`src/shared/rad_pkg.sv`:
```
/*
 region access decoder package: access sizes, regions, address map, states.
 assumes a 32-bit byte address where the upper byte is 00 or ff as printed.
*/
package rad_pkg;

    typedef enum logic [1:0] {
        RAD_SZ_BYTE = 2'h0,
        RAD_SZ_WORD = 2'h1,
        RAD_SZ_LONG = 2'h2
    } rad_size_e;

    typedef enum logic [2:0] {
        RAD_RG_NONE  = 3'h0,
        RAD_RG_FLASH = 3'h1,
        RAD_RG_ROM   = 3'h2,
        RAD_RG_RAM   = 3'h3,
        RAD_RG_RIO   = 3'h4,
        RAD_RG_P8    = 3'h5,
        RAD_RG_P16   = 3'h6,
        RAD_RG_INTC  = 3'h7
    } rad_region_e;

    localparam logic [31:0] RAD_FLASH_BASE = 32'h0000_0000;
    localparam logic [31:0] RAD_FLASH_LAST = 32'h0000_3fff;
    localparam logic [31:0] RAD_ROM_BASE   = 32'h0030_0000;
    localparam logic [31:0] RAD_ROM_LAST   = 32'h0030_0fff;
    localparam logic [31:0] RAD_RAM_BASE   = 32'h0080_0000;
    localparam logic [31:0] RAD_RAM_LAST   = 32'h0080_07ff;
    localparam logic [31:0] RAD_RIO_BASE   = 32'h00c0_0000;
    localparam logic [31:0] RAD_RIO_LAST   = 32'h00c0_000f;
    localparam logic [31:0] RAD_P8_BASE    = 32'hffff_8000;
    localparam logic [31:0] RAD_P16_BASE   = 32'hffff_ec00;
    localparam logic [31:0] RAD_INTC_BASE  = 32'hffff_ffc0;
    localparam logic [31:0] RAD_NV_FIRST   = 32'h0000_3ffc;
    localparam logic [31:0] RAD_NV_BOOT    = 32'h0000_3ffe;
    localparam logic [31:0] RAD_NV_SEC     = 32'h0000_3fff;
    localparam logic [7:0]  RAD_NV_RESET   = 8'hff;

    typedef enum logic [1:0] {
        RAD_ST_IDLE = 2'h0,
        RAD_ST_WAIT = 2'h1,
        RAD_ST_RESP = 2'h3
    } rad_state_e;

endpackage

```
`src/shared/rad_if.sv`:
```
/*
 system bus between the cpu end and the region bridge.
 assumes both ends share one clock; the testbench supplies it to both modules.
*/
`timescale 1ns/1ps
interface rad_if;
    logic        req;
    logic        write;
    logic [1:0]  size;
    logic [31:0] addr;
    logic [31:0] wdata;
    logic [31:0] rdata;
    logic        ack;
    logic        err;

    modport cpu (output req, output write, output size, output addr, output wdata,
                 input rdata, input ack, input err);
    modport brg (input req, input write, input size, input addr, input wdata,
                 output rdata, output ack, output err);
endinterface

```
`src/hdl/rad_bridge.sv`:
```
/*
 region bridge: decodes system bus accesses, checks permissions, serializes
 wide accesses onto narrow peripheral buses and tracks the nonvolatile bytes.
 assumes the target port is on REF_CLK and acks at least one cycle after a request.
*/
// Function
// - big-endian byte order, lowest address most significant
// - multi-byte operand addressed by its first byte
// - forbidden access ends bus cycle with error
// - per-region read and write width permissions
// - 8-bit peripherals get consecutive byte accesses
// - 16-bit peripherals get longs as two words
// - master keeps peripheral accesses aligned
// - top 64 bytes go to interrupt controller
// - interrupt controller space is byte only
// - documented zero controller bits read as zero
// - software writes zero to reserved controller bits
// - four nonvolatile bytes end flash
// - last byte security, previous byte boot options
// - nonvolatile bytes changed only by flash programming
// - rapid io window routed to rapid io module
// - unimplemented access: reset or address exception
`timescale 1ns/1ps
module rad_bridge #(
    parameter logic [7:0] INTC_ZERO_MASK = 8'h00
) (
    input  wire logic               REF_CLK,
    input  wire logic               SYS_RST,
    rad_if.brg                      BUS,
    input  wire logic               ADDRESS_RESET_DISABLE,
    output logic                    TGT_REQ,
    output rad_pkg::rad_region_e    TGT_SEL,
    output logic [31:0]             TGT_ADDR,
    output logic [1:0]              TGT_SIZE,
    output logic                    TGT_WR,
    output logic [31:0]             TGT_WDATA,
    input  wire logic               TGT_ACK,
    input  wire logic [31:0]        TGT_RDATA,
    output logic                    ILLEGAL_ADDR_RST,
    output logic                    ADDR_ERR_EXC,
    output logic [7:0]              NV_SECURITY,
    output logic [7:0]              NV_BOOT
);

    ////////////////////////////////////////////////////////////////////////////
    // decode of the incoming request

    rad_pkg::rad_region_e region;
    logic                 allowed;
    logic [2:0]           beats;
    logic [1:0]           beat_size;
    logic [31:0]          wd_left;

    always_comb begin
        region = rad_pkg::RAD_RG_NONE;
        if (BUS.addr <= rad_pkg::RAD_FLASH_LAST) begin
            region = rad_pkg::RAD_RG_FLASH;
        end else if (BUS.addr >= rad_pkg::RAD_ROM_BASE && BUS.addr <= rad_pkg::RAD_ROM_LAST) begin
            region = rad_pkg::RAD_RG_ROM;
        end else if (BUS.addr >= rad_pkg::RAD_RAM_BASE && BUS.addr <= rad_pkg::RAD_RAM_LAST) begin
            region = rad_pkg::RAD_RG_RAM;
        end else if (BUS.addr >= rad_pkg::RAD_RIO_BASE && BUS.addr <= rad_pkg::RAD_RIO_LAST) begin
            region = rad_pkg::RAD_RG_RIO;
        end else if (BUS.addr >= rad_pkg::RAD_INTC_BASE) begin
            region = rad_pkg::RAD_RG_INTC;
        end else if (BUS.addr >= rad_pkg::RAD_P16_BASE) begin
            region = rad_pkg::RAD_RG_P16;
        end else if (BUS.addr >= rad_pkg::RAD_P8_BASE) begin
            region = rad_pkg::RAD_RG_P8;
        end
    end

    always_comb begin
        allowed = 1'b0;
        if (BUS.size != 2'h3) begin
            unique case (region)
                rad_pkg::RAD_RG_FLASH: allowed = !BUS.write ||
                                                 BUS.size == rad_pkg::RAD_SZ_LONG;
                rad_pkg::RAD_RG_ROM:   allowed = !BUS.write;
                rad_pkg::RAD_RG_RAM,
                rad_pkg::RAD_RG_RIO,
                rad_pkg::RAD_RG_P8:    allowed = 1'b1;
                rad_pkg::RAD_RG_P16:   allowed = BUS.size != rad_pkg::RAD_SZ_BYTE;
                rad_pkg::RAD_RG_INTC:  allowed = BUS.size == rad_pkg::RAD_SZ_BYTE;
                rad_pkg::RAD_RG_NONE:  allowed = 1'b0;
            endcase
        end
    end

    // the operand is right-justified on the bus; left-justify it so every beat
    // takes the most significant remaining part first
    always_comb begin
        beats     = 3'h1;
        beat_size = BUS.size;
        wd_left   = BUS.wdata;
        if (BUS.size == rad_pkg::RAD_SZ_BYTE) begin
            wd_left = {BUS.wdata[7:0], 24'h000000};
        end else if (BUS.size == rad_pkg::RAD_SZ_WORD) begin
            wd_left = {BUS.wdata[15:0], 16'h0000};
        end
        if (region == rad_pkg::RAD_RG_P8) begin
            beat_size = rad_pkg::RAD_SZ_BYTE;
            beats     = (BUS.size == rad_pkg::RAD_SZ_LONG) ? 3'h4 :
                        (BUS.size == rad_pkg::RAD_SZ_WORD) ? 3'h2 : 3'h1;
        end else if (region == rad_pkg::RAD_RG_P16 && BUS.size == rad_pkg::RAD_SZ_LONG) begin
            beat_size = rad_pkg::RAD_SZ_WORD;
            beats     = 3'h2;
        end
    end

    ////////////////////////////////////////////////////////////////////////////
    // transfer state

    rad_pkg::rad_state_e state_q;
    logic [2:0]          left_q;
    logic [31:0]         shift_q;
    logic [31:0]         acc_q;
    logic [31:0]         op_addr_q;
    logic [1:0]          op_size_q;
    logic                serial_q;
    logic                beat_done;
    logic [31:0]         beat_rd;
    logic [31:0]         acc_d;

    assign beat_done = state_q == rad_pkg::RAD_ST_WAIT && TGT_ACK && !TGT_REQ;

    // documented zero bits of the controller never leak a stray one
    always_comb begin
        beat_rd = TGT_RDATA;
        if (TGT_SEL == rad_pkg::RAD_RG_INTC) begin
            beat_rd = {24'h000000, TGT_RDATA[7:0] & ~INTC_ZERO_MASK};
        end
    end

    // earlier beats carry the more significant part of the operand
    always_comb begin
        acc_d = beat_rd;
        if (serial_q) begin
            acc_d = (TGT_SIZE == rad_pkg::RAD_SZ_BYTE) ?
                    {acc_q[23:0], beat_rd[7:0]} : {acc_q[15:0], beat_rd[15:0]};
        end
    end

    always_ff @(posedge REF_CLK) begin
        if (SYS_RST) begin
            state_q <= rad_pkg::RAD_ST_IDLE;
        end else begin
            unique case (state_q)
                rad_pkg::RAD_ST_IDLE: begin
                    if (BUS.req) begin
                        state_q <= allowed ? rad_pkg::RAD_ST_WAIT : rad_pkg::RAD_ST_RESP;
                    end
                end
                rad_pkg::RAD_ST_WAIT: begin
                    if (beat_done && left_q == 3'h1) begin
                        state_q <= rad_pkg::RAD_ST_RESP;
                    end
                end
                rad_pkg::RAD_ST_RESP: state_q <= rad_pkg::RAD_ST_IDLE;
            endcase
        end
    end

    ////////////////////////////////////////////////////////////////////////////
    // target port, one request pulse per beat

    always_ff @(posedge REF_CLK) begin
        if (SYS_RST) begin
            TGT_REQ   <= 1'b0;
            TGT_SEL   <= rad_pkg::RAD_RG_NONE;
            TGT_ADDR  <= 32'h00000000;
            TGT_SIZE  <= 2'h0;
            TGT_WR    <= 1'b0;
            TGT_WDATA <= 32'h00000000;
            left_q    <= 3'h0;
            shift_q   <= 32'h00000000;
            serial_q  <= 1'b0;
            op_addr_q <= 32'h00000000;
            op_size_q <= 2'h0;
        end else begin
            TGT_REQ <= 1'b0;
            if (state_q == rad_pkg::RAD_ST_IDLE && BUS.req && allowed) begin
                TGT_REQ   <= 1'b1;
                TGT_SEL   <= region;
                TGT_ADDR  <= BUS.addr;
                TGT_SIZE  <= beat_size;
                TGT_WR    <= BUS.write;
                left_q    <= beats;
                serial_q  <= beats != 3'h1;
                op_addr_q <= BUS.addr;
                op_size_q <= BUS.size;
                shift_q   <= (beat_size == rad_pkg::RAD_SZ_BYTE) ? {wd_left[23:0], 8'h00} :
                             {wd_left[15:0], 16'h0000};
                TGT_WDATA <= (beats == 3'h1) ? BUS.wdata :
                             (beat_size == rad_pkg::RAD_SZ_BYTE) ?
                             {24'h000000, wd_left[31:24]} : {16'h0000, wd_left[31:16]};
            end else if (beat_done && left_q != 3'h1) begin
                TGT_REQ <= 1'b1;
                left_q  <= left_q - 3'h1;
                if (TGT_SIZE == rad_pkg::RAD_SZ_BYTE) begin
                    TGT_ADDR  <= TGT_ADDR + 32'h00000001;
                    TGT_WDATA <= {24'h000000, shift_q[31:24]};
                    shift_q   <= {shift_q[23:0], 8'h00};
                end else begin
                    TGT_ADDR  <= TGT_ADDR + 32'h00000002;
                    TGT_WDATA <= {16'h0000, shift_q[31:16]};
                    shift_q   <= {shift_q[15:0], 16'h0000};
                end
            end
        end
    end

    ////////////////////////////////////////////////////////////////////////////
    // answer to the cpu and the unimplemented-address events

    always_ff @(posedge REF_CLK) begin
        if (SYS_RST) begin
            BUS.ack          <= 1'b0;
            BUS.err          <= 1'b0;
            BUS.rdata        <= 32'h00000000;
            acc_q            <= 32'h00000000;
            ILLEGAL_ADDR_RST <= 1'b0;
            ADDR_ERR_EXC     <= 1'b0;
        end else begin
            BUS.ack          <= 1'b0;
            BUS.err          <= 1'b0;
            ILLEGAL_ADDR_RST <= 1'b0;
            ADDR_ERR_EXC     <= 1'b0;
            if (state_q == rad_pkg::RAD_ST_IDLE && BUS.req && !allowed) begin
                BUS.err <= 1'b1;
                if (region == rad_pkg::RAD_RG_NONE) begin
                    ILLEGAL_ADDR_RST <= !ADDRESS_RESET_DISABLE;
                    ADDR_ERR_EXC     <= ADDRESS_RESET_DISABLE;
                end
            end
            if (beat_done) begin
                acc_q <= acc_d;
                if (left_q == 3'h1) begin
                    BUS.ack   <= 1'b1;
                    BUS.rdata <= TGT_WR ? 32'h00000000 : (op_size_q == rad_pkg::RAD_SZ_WORD) ?
                                 {16'h0000, acc_d[15:0]} : acc_d;
                end
            end
        end
    end

    ////////////////////////////////////////////////////////////////////////////
    // nonvolatile shadows follow flash reads; reset as erased flash

    logic [2:0] nbytes;

    assign nbytes = (op_size_q == rad_pkg::RAD_SZ_LONG) ? 3'h4 :
                    (op_size_q == rad_pkg::RAD_SZ_WORD) ? 3'h2 : 3'h1;

    always_ff @(posedge REF_CLK) begin
        if (SYS_RST) begin
            NV_SECURITY <= rad_pkg::RAD_NV_RESET;
            NV_BOOT     <= rad_pkg::RAD_NV_RESET;
        end else if (beat_done && left_q == 3'h1 && !TGT_WR && TGT_SEL == rad_pkg::RAD_RG_FLASH &&
                     op_addr_q >= rad_pkg::RAD_NV_FIRST - 32'h00000003) begin
            for (int k = 0; k < 4; k++) begin
                if (3'(k) < nbytes) begin
                    if (op_addr_q + 32'(k) == rad_pkg::RAD_NV_SEC) begin
                        NV_SECURITY <= 8'(acc_d >> (8 * (32'(nbytes) - 1 - k)));
                    end
                    if (op_addr_q + 32'(k) == rad_pkg::RAD_NV_BOOT) begin
                        NV_BOOT <= 8'(acc_d >> (8 * (32'(nbytes) - 1 - k)));
                    end
                end
            end
        end
    end

endmodule

```
`src/flat_wrapper.sv`:
```
// flat-port wrapper written by rule: the top's interface ports become plain ports
module rad_bridge_flat 
#(
    parameter logic [7:0] INTC_ZERO_MASK = 8'h00
)
  (REF_CLK, SYS_RST, ADDRESS_RESET_DISABLE, TGT_REQ, TGT_SEL, TGT_ADDR, TGT_SIZE, TGT_WR, TGT_WDATA, TGT_ACK, TGT_RDATA, ILLEGAL_ADDR_RST, ADDR_ERR_EXC, NV_SECURITY, NV_BOOT, BUS_req, BUS_write, BUS_size, BUS_addr, BUS_wdata, BUS_rdata, BUS_ack, BUS_err);
  rad_if BUS_i ();
  input  wire logic REF_CLK;
  input  wire logic SYS_RST;
  input  wire logic ADDRESS_RESET_DISABLE;
  output logic TGT_REQ;
  output rad_pkg::rad_region_e TGT_SEL;
  output logic [31:0] TGT_ADDR;
  output logic [1:0] TGT_SIZE;
  output logic TGT_WR;
  output logic [31:0] TGT_WDATA;
  input  wire logic TGT_ACK;
  input  wire logic [31:0] TGT_RDATA;
  output logic ILLEGAL_ADDR_RST;
  output logic ADDR_ERR_EXC;
  output logic [7:0] NV_SECURITY;
  output logic [7:0] NV_BOOT;
  input wire logic [$bits(BUS_i.req)-1:0] BUS_req;
  input wire logic [$bits(BUS_i.write)-1:0] BUS_write;
  input wire logic [$bits(BUS_i.size)-1:0] BUS_size;
  input wire logic [$bits(BUS_i.addr)-1:0] BUS_addr;
  input wire logic [$bits(BUS_i.wdata)-1:0] BUS_wdata;
  output wire logic [$bits(BUS_i.rdata)-1:0] BUS_rdata;
  output wire logic [$bits(BUS_i.ack)-1:0] BUS_ack;
  output wire logic [$bits(BUS_i.err)-1:0] BUS_err;
  assign BUS_i.req = BUS_req;
  assign BUS_i.write = BUS_write;
  assign BUS_i.size = BUS_size;
  assign BUS_i.addr = BUS_addr;
  assign BUS_i.wdata = BUS_wdata;
  assign BUS_rdata = BUS_i.rdata;
  assign BUS_ack = BUS_i.ack;
  assign BUS_err = BUS_i.err;
  rad_bridge #(.INTC_ZERO_MASK(INTC_ZERO_MASK)) u_core (.REF_CLK(REF_CLK), .SYS_RST(SYS_RST), .BUS(BUS_i), .ADDRESS_RESET_DISABLE(ADDRESS_RESET_DISABLE), .TGT_REQ(TGT_REQ), .TGT_SEL(TGT_SEL), .TGT_ADDR(TGT_ADDR), .TGT_SIZE(TGT_SIZE), .TGT_WR(TGT_WR), .TGT_WDATA(TGT_WDATA), .TGT_ACK(TGT_ACK), .TGT_RDATA(TGT_RDATA), .ILLEGAL_ADDR_RST(ILLEGAL_ADDR_RST), .ADDR_ERR_EXC(ADDR_ERR_EXC), .NV_SECURITY(NV_SECURITY), .NV_BOOT(NV_BOOT));
endmodule
```
`config.mk`:
```
export PLATFORM = sky130hd
export DESIGN_NAME = rad_bridge_flat
export DESIGN_NICKNAME = d
export VERILOG_FILES = /design/src/shared/rad_pkg.sv /design/src/shared/rad_if.sv /design/src/hdl/rad_bridge.sv /design/src/flat_wrapper.sv
export SDC_FILE = /design/constraint.sdc
export NUM_CORES = 1
export LEC_CHECK = 0
export ABC_AREA = 1
export BUFFER_PORTS_ARGS = -buffer_cell sky130_fd_sc_hd__buf_2
export CAP_MARGIN = 25
export CORE_MARGIN = 5
export CORE_UTILIZATION = 53
export CTS_CLUSTER_DIAMETER = 30
export DETAILED_ROUTE_END_ITERATION = 6
export GPL_ROUTABILITY_DRIVEN = 0
export PLACE_DENSITY = 0.79
export SYNTH_ARGS = -nofsm -noshare
export SYNTH_HDL_FRONTEND = slang
export SYNTH_SLANG_ARGS = --single-unit
```
`constraint.sdc`:
```
create_clock -name REF_CLK -period 2.6 [get_ports REF_CLK]
set_clock_uncertainty 0.05 [all_clocks]
set_input_delay 0.26 -clock REF_CLK [delete_from_list [all_inputs] [get_ports REF_CLK]]
set_output_delay 0.26 -clock REF_CLK [all_outputs]
set_load 0.03 [all_outputs]
```
==> metrics.md <==
| Metric | Value |
|---|---|
| Initial Utilization | a little over half |
| Core Rows | about 60 |
| Initial drt markers | roughly 2800 |
| Tmin final | 2.69 ns |
| Biggest area consumer among synthesized cells | dfxtp_1 |
| Pwr Total | approximately 11 mW |
| WL final | 58200 um |
| Setup ws final | -0.0929 ns |
| DR DRC count | 2 |
| Most frequent cells after synthesis | nand2_1, nor2_1, inv_1 |
| Area share of the largest cell type after synthesis | between 20% and 30% |
| Worst Setup SP | u_core.op_addr_q[13]$_SDFFE_PP0P_ |
| Num ports | ~230 |
| Clock Sinks | 211 |
| Mapped Area | roughly 15000 um2 |
| Final Hold Fails | 0 |
| Post-DRT Antenna Nets | 0 |
| DR WL/cell | 17.6 um |
| Register area | 4270 um2 |
| Critical path arrival | 3.13 ns |
| Startpoint types | flip-flop |
| Post-synth top flop | dfxtp_1 |
| Pre-antenna DRT Iters | 7 |
| Most frequent cell after synthesis | nand2_1 |
| Critical Path RT | around 3 ns |
| Flop-to-flop setup slack | -0.09 ns |
| Layout cells sized above 1 | roughly a quarter |
| Cell count after synthesis | around 2500 |
| Final Cell Area | a little over 20000 um2 |
| Crit path max fanout | 8 |
| Delay-heaviest family, CP | simple AND/OR/NAND/NOR gates |
| Final worst path period share | 104% |
| Synth Net Count | roughly 2600 |
| Number of global-route vias before repair | roughly 18000 |
| I/O Buffers | between 200 and 250 |
| CP max stage delay | between 0.3 and 0.4 ns |
| Die height | around 180 um |
| Cells on worst reg2reg path | 18 |
| Vias | approximately 19000 |
| WS Path Type | flip-flop to flip-flop |
| DP HPWL | between 40000 and 50000 um |
| Pin slew with the least headroom to its limit | slightly below 0.7 ns |
| Most frequent CP cell | nand2_1 |
| Die Width | 178 um |
| Area grow syn2layout | 35.8% |
| Total global-route track usage | about a third |
| Placed Instance Area | between 15000 and 20000 um2 |
| Min-delay worst type | input port to flip-flop |
| Post-synth EDFFs | 0 |
| Post-layout nets | around 3000 |
| First-pass GRT wire length | roughly 90000 um |
| Vias per cell | slightly below 6 |
| Max Fclk | around 0.37 GHz |
| Post-Synthesis Mean Instance Area | approximately 6.0 um2 |
| RSZ-0062 raised after global routing | true |
| Largest net degree at the start of global routing | 69 |
| Normalized max-slew margin | a little over half |
| Worst skew pair latency | about 0.56 ns |
| Peak supply drop | between 0.5 and 0.6 mV |
| Critical Path Stages | 18 |
| Crit path buffers/inverters | 5 |
| R2R Path Start | u_core.op_addr_q[13]$_SDFFE_PP0P_ |
| CTS H-tree lvls | 2 |
| Failing checks | design-rule violations, negative setup slack |
| Power per cell area | 520 nW/um2 |
| Sequential element share of the synthesized area | between 20% and 30% |
| Synth cell types | 50 |
| Hold Startpoint | BUS_addr[7] |
| Status | complete, but fails checks |
| Reg clk slew, reported paths | 0.05 ns |
| Root buf cell | clkbuf_16 |
| Slowest CP cell | dfxtp_2 |
| P_leak | roughly 9.5 nW |
| TritonCTS buffer count | between 40 and 50 |
| CTS tree | done |
| Yosys reg bits | approximately 210 |
| Initial antenna violation count | 0 |
| Ys Warns | 0 |
| CTS max path bufs | 3 |
| Top area cells in the synthesized netlist | dfxtp_1, nand2_1, nor2_1 |
| Hold Crit Depth | 3 |
| # setup viols final | 16 |
| Core area | between 20000 and 30000 um2 |
| CP endpoint kind | flip-flop |
| Multi-input logic area | 9570 um2 |
| Overflow after GRT | 0 |
| Synth async-reset ratio | 0% |
| Total die area | 31600 um2 |
| Max-slew violations | 0 |
| Fillers | around 2200 |
| Cell chain of the critical path | nand2_2, buf_4, nor3_4, buf_4, inv_1, nor2_4, nand2_1, xor2_1, nor2_1, nand4_1, nor2_4, buf_6, nand2_8, nand2_1, inv_1, nand2_1, nand2_1, nand2_1 |
| Max Cap Viol | 0 |
[logic make-up (layout without fill, tap and decap cells)]
| kind of cell | after synthesis | after routing | synth area share [%] |
|---|---|---|---|
| other cells | 0 | 1 | 0 |
| fa+ha+maj | 14 | 14 | 1.17 |
| compound gates | 431 | 431 | 16.0 |
| flops | 211 | 211 | 28.3 |
| simple gates | 1371 | 1372 | 39.8 |
| xor+xnor | 70 | 70 | 4.11 |
| buf+inv | 397 | 828 | 10.6 |
[stage by stage]
stage	cells	setup slack, ns	TNS, ns	hold slack (ns)	util, %
floorplan	2494	0.103	0	0.282	-
global placement	3172	-0.115	-2.73	0.381	63.3
detailed placement	3172	-0.231	-8.03	0.386	63.3
CTS	3295	0.000701	0	0.00163	71.1
global route	3304	-0.239	-3.38	0.0173	72.9
finish	3305	-0.0929	-0.937	0.0158	72.9
[layout by cell type (no fill, tap or decap), types with 19 or more instances in the layout]
cell type,synthesis,layout
a21oi_1,183,183
a31oi_1,22,22
buf_2,30,225
buf_4,12,185
clkbuf_16,0,49
dfxtp_1,211,188
dlygate4sd3_1,0,31
inv_1,257,252
inv_2,16,19
nand2_1,692,676
nand2_2,23,28
nand3_1,155,145
nand4_1,55,55
nor2_1,324,287
nor2_2,19,39
nor2_4,6,24
nor3_1,36,33
o211ai_1,29,29
o21ai_0,152,144
or2_2,27,27
xor2_1,65,64
[worst reg2reg max path: stages, from the launching register on]
cell and delay (ns):
dfxtp_2 0.36, nand2_2 0.11, buf_4 0.16, nor3_4 0.16
buf_4 0.17, inv_1 0.09, nor2_4 0.15, nand2_1 0.09
xor2_1 0.15, nor2_1 0.13, nand4_1 0.22, nor2_4 0.26
buf_6 0.15, nand2_8 0.06, nand2_1 0.10, inv_1 0.05
nand2_1 0.06, nand2_1 0.06, nand2_1 0.05
[metal layers]
layer  GRT usage (%)  vias to the layer above  wire length, um
li1                -                     8855                -
met1            44.2                     8551            21900
met2            55.4                     1377            26100
met3            8.41                      284             7170
met4            15.5                        0             3070
met5               0                        -                0
[final cells by class]
type / count / share of cell area, %
clock inverters: 25 / 1.79
diodes: 1 / 0.0124
repair buffers: 463 / 15.7
inverters: 276 / 5.15
multi-input cells: 1887 / 47.2
clock buffers: 63 / 6.71
flip-flops and latches: 211 / 21.1
repair inverters: 1 / 0.0371
well taps: 378 / 2.33
[sequential cells by signal, indices dropped and copies added (netlist names), 2 cells and up]
register	cells
u_core.BUS.rdata	32
u_core.TGT_ADDR	32
u_core.TGT_WDATA	32
u_core.op_addr_q	32
u_core.acc_q	24
u_core.shift_q	24
u_core.NV_BOOT	8
u_core.NV_SECURITY	8
u_core.TGT_SEL	3
u_core.left_q	3
u_core.TGT_SIZE	2
u_core.op_size_q	2
u_core.state_q	2
[power by group]
part           switching, mW  internal [mW]
registers             0.0450           3.31
logic                  0.559          0.299
clock network           2.03           4.29
total                   2.64           7.90
[path summary, 6_finish.rpt]
| check | to |
|---|---|
| setup / recovery | u_core.NV_SECURITY[1]$_SDFFE_PP1P_ |
| hold / removal | u_core.op_addr_q[7]$_SDFFE_PP0P_ |
| setup reg to reg | u_core.NV_SECURITY[1]$_SDFFE_PP1P_ |
| hold reg to reg | u_core.TGT_WDATA[27]$_SDFFE_PP0P_ |
[timing repair]
action                                 in CTS  in global routing
cloned                                      1                  1
hold buffers                               30                  1
endpoints found under the hold margin      36                  1
pin swaps                                  10                 41
setup endpoints to repair                  16                 26
buffers inserted                            4                  8
resized for setup                          30                132
Note: power is estimated with default switching activity, not from simulation.
